===== src/hdl/acs_map.vh =====
// Constants for the ADC channel sequencer: control word layout and timing
`ifndef ACS_MAP_VH
`define ACS_MAP_VH
`define ACS_WORD_BITS 16
`define ACS_BIT_WRITE 11
`define ACS_BIT_SEQUENCE 10
`define ACS_ADDR_HI 9
`define ACS_ADDR_LO 6
`define ACS_BIT_PWR_HI 5
`define ACS_BIT_PWR_LO 4
`define ACS_BIT_MSEL 3
`define ACS_BIT_WEAK 2
`define ACS_BIT_RANGE 1
`define ACS_BIT_CODING 0
`define ACS_CTRL_RESET 11'h030
`define ACS_MASK_RESET 16'h0000
`define ACS_ADDR_EDGE 5'd14
`define ACS_EDGE_LAST 5'd16
`endif


===== src/hdl/acs_sequencer.v =====
// ADC channel sequencer behind the serial port, oversampling the link pins
`timescale 1ns/1ns
`include "acs_map.vh"
module acs_sequencer
(
  input wire clk,
  input wire arst_n,
  input wire adc_frame_sync_n,
  input wire adc_serial_clock,
  input wire adc_serial_in,
  input wire [11:0] conv_result,
  output reg adc_serial_out_q,
  output reg adc_serial_out_oe_q,
  output reg [3:0] conv_channel_q,
  output reg conv_start_q,
  output reg powerup_dummy_q,
  output reg [1:0] power_mode_q,
  output reg input_range_q,
  output reg straight_binary_q,
  output reg sequence_active_q
);
  // -----------------------------------------------------------------
  // Pin synchronisers
  // -----------------------------------------------------------------
  wire fs_level;
  wire fs_rise;
  wire fs_fall;
  wire sck_level;
  wire sck_rise;
  wire sck_fall;
  wire din_level;

  acs_edge_sync u_fs
  (
    .clk(clk),
    .arst_n(arst_n),
    .pin_in(adc_frame_sync_n),
    .level_q(fs_level),
    .rise(fs_rise),
    .fall(fs_fall)
  );

  acs_edge_sync u_sck
  (
    .clk(clk),
    .arst_n(arst_n),
    .pin_in(adc_serial_clock),
    .level_q(sck_level),
    .rise(sck_rise),
    .fall(sck_fall)
  );

  // Data aligned with clock through the same two-flop depth
  acs_edge_sync u_din
  (
    .clk(clk),
    .arst_n(arst_n),
    .pin_in(adc_serial_in),
    .level_q(din_level),
    .rise(),
    .fall()
  );

  // -----------------------------------------------------------------
  // Sequencer states and decoding
  // -----------------------------------------------------------------
  localparam [2:0] MODE_SINGLE = 3'b001;
  localparam [2:0] MODE_MASK = 3'b010;
  localparam [2:0] MODE_CONSEC = 3'b100;

  // Next enabled channel above cur, wrapping to the lowest enabled one
  function [3:0] next_enabled;
    input [15:0] mask;
    input [3:0] cur;
    input from_start;
    integer i;
    reg found;
    reg [3:0] pick;
    reg [3:0] idx;
    begin
      found = 1'b0;
      pick = 4'h0;
      idx = 4'h0;
      for (i = 1; i <= 16; i = i + 1)
      begin
        idx = from_start ? 4'hf + i[3:0] : cur + i[3:0];
        if (!found && mask[idx])
        begin
          found = 1'b1;
          pick = idx;
        end
      end
      next_enabled = found ? pick : cur;
    end
  endfunction

  reg [10:0] ctrl_q;
  reg [15:0] mask_q;
  reg [15:0] shift_in_q;
  reg [15:0] shift_out_q;
  reg [4:0] edge_cnt_q;
  reg in_frame_q;
  reg mask_armed_q;
  reg mask_start_q;
  reg [2:0] mode_q;
  reg [3:0] addr_q;

  wire [15:0] word_in = {shift_in_q[14:0], din_level};
  wire wr_en = word_in[`ACS_BIT_WRITE];
  wire w_sequence = word_in[`ACS_BIT_SEQUENCE];
  wire w_msel = word_in[`ACS_BIT_MSEL];
  wire last_edge = sck_fall && in_frame_q &&
    (edge_cnt_q == `ACS_EDGE_LAST - 5'd1);

  // -----------------------------------------------------------------
  // Serial shifter: input on falling clock, output while framed
  // -----------------------------------------------------------------
  always @(posedge clk or negedge arst_n)
  begin
    if (!arst_n)
    begin
      in_frame_q <= 1'b0;
      edge_cnt_q <= 5'd0;
      shift_in_q <= 16'h0000;
      shift_out_q <= 16'h0000;
      adc_serial_out_q <= 1'b0;
      adc_serial_out_oe_q <= 1'b0;
    end
    else if (fs_fall)
    begin
      // Result word leads with the channel it belongs to
      in_frame_q <= 1'b1;
      edge_cnt_q <= 5'd0;
      shift_out_q <= {conv_channel_q, conv_result};
      adc_serial_out_q <= conv_channel_q[3];
      adc_serial_out_oe_q <= 1'b1;
    end
    else if (fs_rise && in_frame_q)
    begin
      in_frame_q <= 1'b0;
      adc_serial_out_oe_q <= ctrl_q[`ACS_BIT_WEAK];
    end
    else if (sck_fall && in_frame_q &&
             edge_cnt_q != `ACS_EDGE_LAST)
    begin
      shift_in_q <= word_in;
      edge_cnt_q <= edge_cnt_q + 5'd1;
      shift_out_q <= {shift_out_q[14:0], 1'b0};
      adc_serial_out_q <= shift_out_q[14];
      if (last_edge)
        adc_serial_out_oe_q <= ctrl_q[`ACS_BIT_WEAK];
    end
  end

  // -----------------------------------------------------------------
  // Control, mask and mode, updated at the end of each 16-edge word
  // -----------------------------------------------------------------
  always @(posedge clk or negedge arst_n)
  begin
    if (!arst_n)
    begin
      ctrl_q <= `ACS_CTRL_RESET;
      mask_q <= `ACS_MASK_RESET;
      mask_armed_q <= 1'b0;
      mask_start_q <= 1'b0;
      mode_q <= MODE_SINGLE;
      addr_q <= 4'h0;
    end
    else if (last_edge)
    begin
      if (mask_armed_q)
      begin
        // Word after a write with msel set and sequence clear is mask data, not control
        mask_q <= word_in;
        mask_armed_q <= 1'b0;
        mask_start_q <= 1'b1;
        mode_q <= MODE_MASK;
      end
      else if (wr_en)
      begin
        ctrl_q <= word_in[10:0];
        addr_q <= word_in[`ACS_ADDR_HI:`ACS_ADDR_LO];
        mask_armed_q <= ~w_sequence & w_msel;
        case ({w_sequence, w_msel})
          2'b00: mode_q <= MODE_SINGLE;
          2'b10: mode_q <= mode_q;
          2'b11:
          begin
            mode_q <= MODE_CONSEC;
            mask_start_q <= 1'b1;
          end
          default: mode_q <= MODE_SINGLE;
        endcase
      end
    end
    else if (fs_fall)
      mask_start_q <= 1'b0;
  end

  // -----------------------------------------------------------------
  // Channel selection for the next conversion
  // -----------------------------------------------------------------
  always @(posedge clk or negedge arst_n)
  begin
    if (!arst_n)
    begin
      conv_channel_q <= 4'h0;
      conv_start_q <= 1'b0;
      powerup_dummy_q <= 1'b0;
      power_mode_q <= 2'b11;
      input_range_q <= 1'b0;
      straight_binary_q <= 1'b0;
      sequence_active_q <= 1'b0;
    end
    else
    begin
      conv_start_q <= fs_fall;
      power_mode_q <= ctrl_q[`ACS_BIT_PWR_HI:`ACS_BIT_PWR_LO];
      input_range_q <= ctrl_q[`ACS_BIT_RANGE];
      straight_binary_q <= ctrl_q[`ACS_BIT_CODING];
      sequence_active_q <= (mode_q != MODE_SINGLE);
      // Autostandby wakes within one dummy cycle before converting
      if (fs_fall)
        powerup_dummy_q <=
          (ctrl_q[`ACS_BIT_PWR_HI:`ACS_BIT_PWR_LO] == 2'b00);
      if (fs_fall)
      begin
        case (mode_q)
          MODE_SINGLE: conv_channel_q <= addr_q;
          MODE_MASK:
            conv_channel_q <=
              next_enabled(mask_q, conv_channel_q, mask_start_q);
          MODE_CONSEC:
            if (mask_start_q || conv_channel_q >= addr_q)
              conv_channel_q <= 4'h0;
            else
              conv_channel_q <= conv_channel_q + 4'h1;
          default: conv_channel_q <= addr_q;
        endcase
      end
    end
  end
endmodule // acs_sequencer


===== src/hdl/acs_edge_sync.v =====
// Two-flop synchroniser with edge detection for one external pin
`timescale 1ns/1ns
module acs_edge_sync
(
  input wire clk,
  input wire arst_n,
  input wire pin_in,
  output reg level_q,
  output wire rise,
  output wire fall
);
  reg meta_q;
  reg last_q;

  // First flop feeds only the second one
  always @(posedge clk or negedge arst_n)
  begin
    if (!arst_n)
    begin
      meta_q <= 1'b1;
      level_q <= 1'b1;
      last_q <= 1'b1;
    end
    else
    begin
      meta_q <= pin_in;
      level_q <= meta_q;
      last_q <= level_q;
    end
  end

  // Edges seen on the synchronised level only
  assign rise = level_q & ~last_q;
  assign fall = ~level_q & last_q;
endmodule // acs_edge_sync


===== config.mk =====
export PLATFORM = sky130hd
export DESIGN_NAME = acs_sequencer
export DESIGN_NICKNAME = d
export VERILOG_FILES = /design/src/hdl/acs_sequencer.v /design/src/hdl/acs_edge_sync.v
export VERILOG_INCLUDE_DIRS = /design/src /design/src/hdl
export SDC_FILE = /design/constraint.sdc
export NUM_CORES = 1
export LEC_CHECK = 0
export ABC_CLOCK_PERIOD_IN_PS = 4800
export CAP_MARGIN = 20
export CORE_UTILIZATION = 37
export DETAILED_ROUTE_END_ITERATION = 16
export DONT_BUFFER_PORTS = 1
export SLEW_MARGIN = 10
export SYNTH_ARGS = -nofsm -noshare
export SYNTH_HDL_FRONTEND = slang
export SYNTH_HIERARCHICAL = 1
export SYNTH_SLANG_ARGS = --single-unit

===== constraint.sdc =====
create_clock -name clk -period 4.8 [get_ports clk]
set_input_delay 0.96 -clock clk [delete_from_list [all_inputs] [get_ports clk]]
set_output_delay 0.96 -clock clk [all_outputs]
set_load 0.02 [all_outputs]

# Word level (Yosys, flattened, before mapping)
# Index checks and enable logic that the tools add are counted.
# totals
ff_bits	88
inputBits	17
out_inout_bits	13
wordCells	273
# op_classes
addsub	16
order_cmp	17
n_eq_ne	12
mux	140
bitwise_logic	11
reduce_logical	50
# op_table
op	count
$mux W4	34
$lt A4 B5 Y1 const B	16
$mux W1	80
$bmux W1 S4	16
$mux W15	3
$add A4 B4 Y4 const B	8
$logic_and A1 B1 Y1	19
$add A4 B3 Y4 const B	4
$logic_not A1 Y1	15
$mux W5	3
$reduce_and A3 Y1	4
$add A4 B2 Y4 const B	2
$pmux W4 S2	1
$reduce_and A2 Y1	4
$reduce_bool A2 Y1	4
$not A1 Y1	7
$mux W3	2
$ne A2 B2 Y1 const B	3
$pmux W3 S2	1
$reduce_bool A3 Y1	2
$add A5 B1 Y5 const B	1
$eq A5 B4 Y1 const B	1
$ne A5 B5 Y1 const B	1
$add A4 B1 Y4 const B	1
10 further kinds	14

# Logic depth before layout (Yosys ltp)
# Gate-level depths: netlist of run 1.
# depth
word_depth	84
ltp_mapped	16
depth_no_buf	12

# Hierarchy
# The synthesis of run 1 kept the hierarchy.
# modules_own_cells
module	instances	cells_each	area_per_inst_um2	seq_area_each_um2
acs_sequencer	1	646	6179.7	1983.2
acs_edge_sync	3	5	93.8	78.8

# Worst setup path after synthesis of run 1
# No wires, ideal clock.
# synth_timing
path_kind	reg-to-reg
start	reg conv_channel_q[1]
end	reg conv_channel_q[2]
setup_ns	0.129
arrival_ns	4.087
t_required_ns	4.671
setup_slack_ns	0.583
stages_incl_launch_ff	16
path_buffers	3
period_less_slack_ns	4.217
path_cell_list	dfrtp_1 > clkbuf_1 > clkbuf_1 > inv_1 > ha_1 > nor2b_1 > a21oi_1 > o211a_1 > a21boi_1 > nor3b_4 > nand4_2 > or3_1 > buf_2 > o41a_1 > o32ai_1 > a21oi_1
# synth_via
elab_chain_cells	84
elab_cells_between_ends	164
classes_between	add/sub (15); order compare (1); eq/ne (1); mux (115); reduce/logical (32)
# synth_rtl
item	line_no	source
start: declaration	acs_sequencer.v:14	output reg [3:0] conv_channel_q,
start signal: assignment	acs_sequencer.v:229	MODE_SINGLE: conv_channel_q <= addr_q;
start signal: assignment	acs_sequencer.v:231	conv_channel_q <=
start signal: assignment	acs_sequencer.v:237	conv_channel_q <= conv_channel_q + 4'h1;
$add A4 B1 Y4	acs_sequencer.v:86, acs_sequencer.v:237	
$mux W4	acs_sequencer.v:86	idx = from_start ? 4'hf + i[3:0] : cur + i[3:0];
$bmux W1 S4	acs_sequencer.v:87	if (!found && mask[idx])
$mux W1 (implied by the code)	acs_sequencer.v:87	
$mux W1	acs_sequencer.v:87	
$mux W1	acs_sequencer.v:228	case (mode_q)
$mux W1	acs_sequencer.v:226	if (fs_fall)
$logic_not A1 Y1	acs_sequencer.v:87	
(+68 left out)	--	
$mux W1	acs_sequencer.v:226	
$logic_not A1 Y1	acs_sequencer.v:87	
$logic_and A1 B1 Y1	acs_sequencer.v:87	
$mux W1	acs_sequencer.v:87	
$mux W1	acs_sequencer.v:228	
$mux W1	acs_sequencer.v:226	
$ne A2 B2 Y1 (no source line)	--	
$reduce_and A2 Y1 (no source line)	--	
# Parallel ways exist; a longest one is shown, timed or not. The select of a mux whose other input is x is not followed.
# A chain may end at the register's enable or synchronous reset.

# Final worst setup path of run 1
# layout_timing
start	reg conv_channel_q[0]
end	reg conv_channel_q[2]
# Same word-level chain as after synthesis.

==> results of run 1 <==
[layout make-up]
cell class                 instances  share of cell area (%)
inverter                          19                    1.03
tap                              220                    3.96
sequential                        87                    31.6
multi-input combinational        515                    57.2
clock inverter                     4                    1.37
clock buffer                      11                    3.35
timing repair buffer              14                    1.51
[cells in the final DEF (no fill, tap or decap), types with 8 or more instances in the layout]
| cell | n |
|---|---|
| mux2_2 | 50 |
| a21oi_1 | 17 |
| o21ai_0 | 48 |
| nor2_1 | 33 |
| mux4_2 | 14 |
| a22oi_1 | 10 |
| o211ai_1 | 10 |
| mux2i_1 | 54 |
| nor2b_1 | 15 |
| nand2_1 | 68 |
| dfstp_2 | 13 |
| nand2b_1 | 9 |
| nand4_1 | 8 |
| dfrtp_1 | 74 |
| ha_1 | 15 |
| clkbuf_16 | 9 |
| nor3_1 | 16 |
| buf_4 | 14 |
| inv_1 | 19 |
| nand3_1 | 12 |
[critical path, stage by stage (launching register included)]
cell and delay (ps):
dfrtp_1 540, nor2_4 570, mux2i_1 770, mux2i_1 160, mux4_2 610, nor3_4 240, nand4_2 230, or3_1 510
o41a_1 400, o32ai_1 140, a21oi_1 80
[flip-flops by register name, summed over array words and instances (netlist names), 2 cells and up]
name and count:
ctrl_q 5, mode_q 3, shift_out_q 15, power_mode_q 2
conv_channel_q 4, addr_q 4, mask_q 16, shift_in_q 15
edge_cnt_q 5
[power by group through the flow]
stage | clock (uW) | sequential, uW | combinational, uW
after floorplan | 0 | 882 | 1550
after global routing | 810 | 891 | 2340
after global placement | 0 | 886 | 2090
after detailed placement | 0 | 891 | 2110
after CTS | 789 | 880 | 2120
final | 774 | 880 | 2160
[layer usage]
layer	share of wire [%]	GRT usage [%]	vias to the layer above	wire length [microns]
li1	-	-	2434	-
met1	46	28.3	2655	8300
met2	47	34.0	154	8610
met3	5.1	3.23	27	928
met4	2.2	7.70	0	399
met5	0	0	-	0
[through the flow]
stage,worst slack (ps),total power (uW),hold slack [ps],cell area [sq um]
CTS,479,3790,305,6950
detailed placement,525,3000,347,6620
global route,220,4040,303,6950
floorplan,583,2440,345,6410
global placement,553,2970,346,6620
finish,409,3810,318,6950
[worst paths after layout]
path	start	end	slack (ps)	cells past startpoint
setup / recovery	conv_channel_q[0]	conv_channel_q[2]	410	10
hold / removal	arst_n	powerup_dummy_q	320	0
setup reg to reg	conv_channel_q[0]	conv_channel_q[2]	410	10
hold reg to reg	u_din/meta_q	u_din/level_q	350	0
max in group asynchronous	arst_n	u_din/meta_q	4250	0
min in group clk	u_din/meta_q	u_din/level_q	350	0
==> reports/qor.tcl, run 1 <==
set qor(fin_worst_skew_ps) 10.1
set qor(fmax_ghz) 0.228
set qor(dr_total_vias) 5270
set qor(postCtsHoldBufs) 0
set qor(cts.sink_count) 87
set qor(via_count_of_the_first_global_routing_pass) 5284
set qor(report.final.setup_viol) 0
set qor(seq_area_sq_um) 2190
set qor(run_status) {completed}
set qor(drc_errors) 0
set qor(power.density_cell_area_nw_per_um2) 549
set qor(grt_pass1_wl_mm) 29.2
set qor(share_clk_of_total_power_pct) 20.3
set qor(buffer_ports.inserted) 0
set qor(overall_fraction_of_global_route_tracks_in_use_pct) 21.0
set qor(cts.path.max_buffers) 2
set qor(finalCritPeriodShare_pct) 91.5
set qor(worst-endpoint-required_ps) 5010
set qor(syn-instance-count) 657
set qor(layoutNonFillerInstCount) 870
set qor(grt_overflow) 0
set qor(tritoncts) {done}
set qor(dpl.cell_count) 855
set qor(p_leak_uw) 0.00290
set qor(critical_path.startpoint_type) {register}
set qor(combinationalPowerShare_pct) 56.6
set qor(fin_setup_tns_ps) 0
set qor(die_height_microns) 134
set qor(cellInternalPower_uw) 2110
set qor(top_level_ports) 30
set qor(layout_min_cycle_time_ps) 4390
set qor(die_width_microns) 134
set qor(antenna_violating_nets_post_route) 0
set qor(holdCritPathClass) {in2async}
set qor(synthesis.yosys.warnings) 6
set qor(multi_input_comb_area_sq_um) 3980
set qor(cts-buffers-inserted) 9
set qor(detailed_place_hpwl_mm) 13.2
set qor(hold_violations_final) 0
set qor(cts_resizes) 0
set qor(relSlewSlack_pct) 31.8
set qor(dieArea_sq_um) 17900
set qor(synth.cell_area_sq_um) 6410
set qor(worst_ir_drop_vdd_mv) 0.465
set qor(num_antenna_cells) 0
set qor(fillers) 1652
set qor(route.detailed.wl_per_inst_microns) 21.0
set qor(power.sequential.fraction_pct) 23.1
set qor(layout-area-overhead-vs-synth_pct) 8.37
set qor(cp-end-kind) {register}
set qor(synthesized_area_per_cell_sq_um) 9.76
set qor(total_number_of_nets_in_the_final_design) 678
set qor(drive_gt1_share_pct) 19.7
set qor(clk_latency_ps) 340
set qor(wirelength_mm) 18.2
set qor(crit_type) {reg2reg}
set qor(number_of_antenna_violations_at_the_first_check_in_global_routing) 0
set qor(post_cts.repair.setup_buffers) 0
set qor(via_per_inst) 6.06
set qor(drv.max_cap_violation_count) 0
set qor(coreArea_sq_um) 16800
set qor(first_pass_iters) 6
set qor(largest_net_degree_at_the_start_of_global_routing) 88
set qor(total_switching_power_uw) 1700
set qor(start_util_pct) 38.3
set qor(crit_path_max_fanout) 18
set qor(rows) 47
set qor(sw_frac_of_total_pct) 44.7
set qor(worstMarginPinSlew_ps) 1020
set qor(drt_iter0_markers) 485
set qor(clkTransAtPathRegs_ps) 60
set qor(synth_fp_nets) 689
set qor(fin_util_pct) 41.5
set qor(critPathArrivalTime_ps) 4600
set qor(routabilityCongestion) 0.942
set qor(final_max_slew_viol_count) 0
set qor(grt_setup_unrepaired) {no}
set qor(cts_max_level) 3
set qor(root_buffer) {clkbuf_16}
No activity file was read; power rests on OpenSTA's default activity.
==> run 2: changes to the inputs <==
REMOVE_ABC_BUFFERS = 1   (was not set)
SYNTH_HIERARCHICAL = not set   (was 1)
==> run 2 against run 1 <==
Net effect: synthesized cell count up 4.7%; cell area up 1.6%; critical path depth up 1; critical path type unchanged; critical endpoint is now conv_channel_q[3]; largest cell class unchanged; highest routed layer unchanged.
==> reports/qor.tcl, run 2 <==
set qor(report.power.total_uw) 2610
set qor(dr_total_vias) 5790
set qor(combinationalPowerShare_pct) 40.6
set qor(synthesis.yosys.warnings) 0
set qor(asyncSetResetFlopFracSynth_pct) 100
set qor(share_clk_of_total_power_pct) 25.9
set qor(die_width_microns) 134
set qor(cts-buffers-inserted) 9
set qor(cellInternalPower_uw) 1640
set qor(coreArea_sq_um) 16800
set qor(postCtsHoldBufs) 0
set qor(tritoncts) {done}
set qor(fin_worst_skew_ps) 7.52
set qor(regToRegEndpoint) {conv_channel_q[3]}
set qor(report.final.setup_viol) 0
set qor(total_switching_power_uw) 972
set qor(first_pass_iters) 5
set qor(timing.critical_path.slowest_stage_cell) {or4b_4}
set qor(synthesized_area_per_cell_sq_um) 9.39
set qor(synth.top_cells.by_area) {dfrtp_1 (29%), mux2i_1 (7.4%), mux2_2 (7.0%), dfstp_2 (5.3%), o21ai_0 (4.3%)}
set qor(setup.reg_to_reg.worst_slack_ps) 380
set qor(reg.largest.list) {mask_q (16), shift_in_q (15), shift_out_q (15)}
set qor(dr.max_layer_used) {met4}
set qor(crit_type) {reg2reg}
set qor(ys_top_cells_by_count) {dfrtp_1 (74), nand2_1 (62), o21ai_0 (56)}
set qor(drc_errors) 0
set qor(p_leak_uw) 0.00295
set qor(hold_violations_final) 0
set qor(yosys.cell_types.count) 87
set qor(worst_r2r_startpoint) {conv_channel_q[1]}
set qor(top_register) {mask_q}
set qor(fmax_ghz) 0.226
set qor(syn-instance-count) 688
set qor(drive_gt1_share_pct) 19.8
set qor(buffer_ports.inserted) 0
set qor(layout_min_cycle_time_ps) 4420
set qor(wirelength_mm) 19.7
set qor(clk_latency_ps) 330
set qor(critPathArrivalTime_ps) 4600
set qor(worstMarginPinSlew_ps) 1090
set qor(finish.instance_area_sq_um) 7060
set qor(critical_path.most_common_cell) {or4_1}
set qor(grt_overflow) 0
set qor(mostFrequentLayoutCells) {dfrtp_1 (73), nand2_1 (62), o21ai_0 (56), mux2i_1 (48)}
set qor(cts.path.max_buffers) 2
set qor(layout-area-overhead-vs-synth_pct) 9.31
set qor(power.sequential.fraction_pct) 33.5
set qor(wl_met2_mm) 9.02
set qor(cp-end-kind) {register}
set qor(grt_setup_unrepaired) {no}
set qor(timing.critical_path.slowest_cell_delay_ps) 670
set qor(dominantRegCellSynth) {dfrtp_1}
set qor(route.detailed.wl_per_inst_microns) 21.7
set qor(worst-endpoint-required_ps) 4980
set qor(drv.max_cap_violation_count) 0
set qor(sw_frac_of_total_pct) 37.2
set qor(synth_seq_cells) 87
set qor(detail_route.wirelength.met1_mm) 8.15
set qor(finalCritPeriodShare_pct) 92.0
set qor(cp_num_buf_inv) 1
set qor(final_max_slew_viol_count) 0
set qor(synthDominantCellAreaShare_pct) 28.7
set qor(routabilityCongestion) 1.00
set qor(grt_pass1_wl_mm) 31.6
set qor(path_delay_family) {simple AND/OR/NAND/NOR gates}
set qor(ys_seq_area_share_pct) 33.9
set qor(dr_wl_met3_mm) 1.30
set qor(num_antenna_cells) 0
set qor(run_status) {completed}
set qor(cts_max_level) 3
set qor(critical_path.startpoint_type) {register}
set qor(drt_iter0_markers) 489
set qor(overall_fraction_of_global_route_tracks_in_use_pct) 22.7
set qor(reg2reg_depth) 11
set qor(path_cells) {inv_1, ha_1, nor2b_1, a2111oi_1, or4_1, or4b_4, nor3_4, nand2_2, or4_1, o211ai_2, a31oi_1}
set qor(cts_resizes) 0
set qor(post_dp_cell_area_sq_um) 6750
set qor(root_buffer) {clkbuf_16}
set qor(dieArea_sq_um) 18000
set qor(via_count_of_the_first_global_routing_pass) 5779
set qor(detailed_place_hpwl_mm) 14.7
set qor(synth_edf_count) 0
set qor(die_height_microns) 134
set qor(largest_net_degree_at_the_start_of_global_routing) 88
set qor(cts.sink_count) 87
set qor(synth.cell_area_sq_um) 6460
set qor(holdCritPathClass) {in2async}
set qor(via_per_inst) 6.36
set qor(worst_ir_drop_vdd_mv) 0.246
set qor(power.density_cell_area_nw_per_um2) 370
set qor(max_reg_flops) 16
set qor(relSlewSlack_pct) 26.0
set qor(post_cts.repair.setup_buffers) 0
set qor(crit_path_max_fanout) 10
set qor(rows) 47
set qor(total_number_of_nets_in_the_final_design) 718
set qor(number_of_antenna_violations_at_the_first_check_in_global_routing) 0
set qor(layout.cells.most_common) {dfrtp_1}
set qor(top_level_ports) 30
set qor(clkTransAtPathRegs_ps) 60
set qor(post-synth-top-count-cell) {dfrtp_1}
set qor(cell_type_with_the_highest_aggregate_area_in_the_netlist) {dfrtp_1}
set qor(antenna_violating_nets_post_route) 0
set qor(start_util_pct) 38.4
[run 2: worst max path at each step]
stage / startpoint / to / slack [ps] / depth (start not counted)
global placement: conv_channel_q[2] / conv_channel_q[0] / 460 / 13
CTS: conv_channel_q[1] / conv_channel_q[3] / 450 / 11
finish: conv_channel_q[1] / conv_channel_q[3] / 380 / 11
floorplan: conv_channel_q[0] / conv_channel_q[3] / -360 / 12
detailed placement: conv_channel_q[1] / conv_channel_q[3] / 480 / 11
global route: conv_channel_q[1] / conv_channel_q[3] / 190 / 13
[run 2: area by class of cell]
cell class | count | area [sq um]
well taps | 220 | 275
clock buffers | 14 | 285
fillers | 1698 | 9760
repair buffers | 31 | 238
inverters | 19 | 71.3
flip-flops and latches | 87 | 2190
clock inverters | 2 | 12.5
multi-input cells | 538 | 3990
[run 2: cells by family after synthesis]
family / synth area share (%)
AND/OR/NAND/NOR: 18.3
buffers and inverters: 4.42
AO/OA/AOI/OAI: 21.8
XOR/XNOR: 1.20
multiplexers: 17.3
adder cells (fa/ha/maj): 3.06
flip-flops: 33.9
[run 2: worst register-to-register path, delay by kind of cell (launching register included)]
kind	cells	cell delay [ps]
simple gates	6	2910
flops	1	510
fa+ha+maj	1	340
compound gates	3	330
buf+inv	1	180
[run 2: metrics by stage]
step,setup WS [ps],std cells,hold WS (ps),setup TNS (ps),util (%)
final,383,911,322,0,42.0
after CTS,453,909,305,0,41.9
after global placement,462,893,347,0,40.1
after floorplan,-356,644,345,-955,-
after detailed placement,481,893,348,0,40.1
after global routing,194,911,310,0,42.0
[run 2: power groups by stage]
| stage | Clock (uW) | Sequential (uW) | Combinational (uW) |
|---|---|---|---|
| final | 676 | 874 | 1060 |
| after global routing | 720 | 884 | 1140 |
| after detailed placement | 0 | 888 | 1030 |
| after CTS | 694 | 875 | 1040 |
| after floorplan | 0 | 896 | 695 |
| after global placement | 0 | 883 | 1040 |
[run 2: per-layer routing]
metal,global-route usage [%],up-vias
li1,-,2630
met1,28.4,2807
met2,36.1,279
met3,3.70,74
met4,15.0,0
met5,0,-
==> run 3: changes to the inputs <==
RECOVER_POWER = 100   (was not set)
==> run 3 against run 2 <==
Net effect: final cell count is the same; critical endpoint unchanged; critical path depth grew 2; worst setup slack worse by 26 ps; critical path type unchanged; register-to-register slack worse by 30 ps; first-iteration DRC count increased by 3.1%; cell area is 0.37% lower; clock skew barely moved; utilization fell by 0.16 points; non-clock buffer count is the same; clock power about the same; sequential cell count did not move; sequential share of layout area is 0.12 points higher; largest power group unchanged.
==> reports/qor.tcl, run 3 (same netlist as run 2, synthesis figures left out) <==
set qor(run_status) {completed}
set qor(rows) 47
set qor(report.final.setup_viol) 0
set qor(buffer_ports.inserted) 0
set qor(regToRegEndpoint) {conv_channel_q[3]}
set qor(total_number_of_nets_in_the_final_design) 718
set qor(dr_total_vias) 5726
set qor(reg2reg_depth) 13
set qor(critPathArrivalTime_ps) 4630
set qor(root_buffer) {clkbuf_16}
set qor(drc_errors) 0
set qor(path_cells) {inv_1, ha_1, nor3b_1, o2bb2ai_1, nor4b_1, clkbuf_1, nor4_1, or4b_4, nor3_4, nand2_1, or4_1, o211ai_2, a31oi_1}
set qor(die_height_microns) 134
set qor(drt_iter0_markers) 504
set qor(coreArea_sq_um) 16800
set qor(cp-end-kind) {register}
set qor(hold-worst-slack_ps) 322
set qor(clkTransAtPathRegs_ps) 60
set qor(routabilityCongestion) 1.00
set qor(start_util_pct) 38.4
set qor(first_pass_iters) 5
set qor(grt_overflow) 0
set qor(worst-endpoint-required_ps) 4980
set qor(route.detailed.wl_per_inst_microns) 21.5
set qor(layout-area-overhead-vs-synth_pct) 8.91
set qor(antenna_violating_nets_post_route) 0
set qor(overall_fraction_of_global_route_tracks_in_use_pct) 22.7
set qor(grt_setup_unrepaired) {no}
set qor(postCtsHoldBufs) 0
set qor(fmax_ghz) 0.225
set qor(wirelength_mm) 19.6
set qor(timing.critical_path.slowest_cell_delay_ps) 610
set qor(num_antenna_cells) 0
set qor(dieArea_sq_um) 18000
set qor(drv.max_cap_violation_count) 0
set qor(max_reg_flops) 16
set qor(top_level_ports) 30
set qor(drive_gt1_share_pct) 17.9
set qor(fin_util_pct) 41.8
set qor(relSlewSlack_pct) 24.7
set qor(detailed_place_hpwl_mm) 14.7
set qor(holdCritPathClass) {in2async}
set qor(timing.critical_path.slowest_stage_cell) {or4b_4}
set qor(top_register) {mask_q}
set qor(crit_path_max_fanout) 10
set qor(finish.instance_area_sq_um) 7040
set qor(finalCritPeriodShare_pct) 92.6
set qor(final_max_slew_viol_count) 0
set qor(cts_max_level) 3
set qor(hold_violations_final) 0
set qor(worstMarginPinSlew_ps) 1110
set qor(grt_pass1_wl_mm) 31.6
set qor(mostFrequentLayoutCells) {dfrtp_1 (73), nand2_1 (63), o21ai_0 (57), mux2i_1 (48)}
set qor(cts.path.max_buffers) 2
set qor(critical_path.startpoint_type) {register}
set qor(post_dp_cell_area_sq_um) 6750
set qor(largest_net_degree_at_the_start_of_global_routing) 88
set qor(power.density_cell_area_nw_per_um2) 370
set qor(clk_latency_ps) 330
set qor(number_of_antenna_violations_at_the_first_check_in_global_routing) 0
set qor(reg.largest.list) {mask_q (16), shift_in_q (15), shift_out_q (15)}
set qor(via_per_inst) 6.29
set qor(cts.sink_count) 87
set qor(tritoncts) {done}
set qor(post_cts.repair.setup_buffers) 0
set qor(fin_worst_skew_ps) 7.64
set qor(setup.reg_to_reg.worst_slack_ps) 360
set qor(die_width_microns) 134
set qor(crit_type) {reg2reg}
set qor(worst_r2r_startpoint) {conv_channel_q[1]}
set qor(layout_min_cycle_time_ps) 4440
set qor(cts_resizes) 0
set qor(via_count_of_the_first_global_routing_pass) 5779
set qor(cts-buffers-inserted) 9
set qor(worst_ir_drop_vdd_mv) 0.245
set qor(layout.cells.most_common) {dfrtp_1}
set qor(p_leak_uw) 0.00293
==> run 3: routing by layer <==
layer	track usage (%)	vias to the layer above	routed length [microns]
met5	0	-	0
met3	3.70	72	1170
li1	-	2625	-
met1	28.4	2797	8190
met4	15.0	0	1250
met2	36.1	232	9000
==> run 3: stage by stage <==
step / power (uW) / worst slack (ps) / instances / setup TNS, ps
2_1_floorplan: 1590 / -356 / 644 / -955
3_3_place_gp: 1920 / 462 / 893 / 0
3_5_place_dp: 1920 / 481 / 893 / 0
4_1_cts: 2610 / 453 / 909 / 0
5_1_grt: 2740 / 117 / 911 / 0
6_report: 2600 / 357 / 911 / 0
==> run 3: how the worst max path moves through the flow <==
stage	slack, ps	from	cells after the start	endpoint
2_1_floorplan	-360	conv_channel_q[0]	12	conv_channel_q[3]
3_3_place_gp	460	conv_channel_q[2]	13	conv_channel_q[0]
3_5_place_dp	480	conv_channel_q[1]	11	conv_channel_q[3]
4_1_cts	450	conv_channel_q[1]	11	conv_channel_q[3]
5_1_grt	120	conv_channel_q[1]	13	conv_channel_q[3]
6_report	360	conv_channel_q[1]	13	conv_channel_q[3]
==> run 3: critical path, delay by kind of cell, from the launching register on <==
kind / cells / cell delay, ps
buf+inv: 2 / 370
compound gates: 3 / 400
flops: 1 / 510
simple gates: 7 / 2610
fa+ha+maj: 1 / 400
==> run 3: final cells by class <==
class	count	area, sq um
sequential	87	2190
multi-input combinational	538	3980
tap	220	275
clock buffer	14	285
timing repair buffer	31	218
fill	1702	9780
clock inverter	2	12.5
inverter	19	71.3
==> run 3: report_power, final <==
group | total, uW | switching, uW | internal, uW
clock network | 675 | 265 | 410
logic | 1050 | 635 | 420
registers | 872 | 68.3 | 804
total | 2600 | 968 | 1630
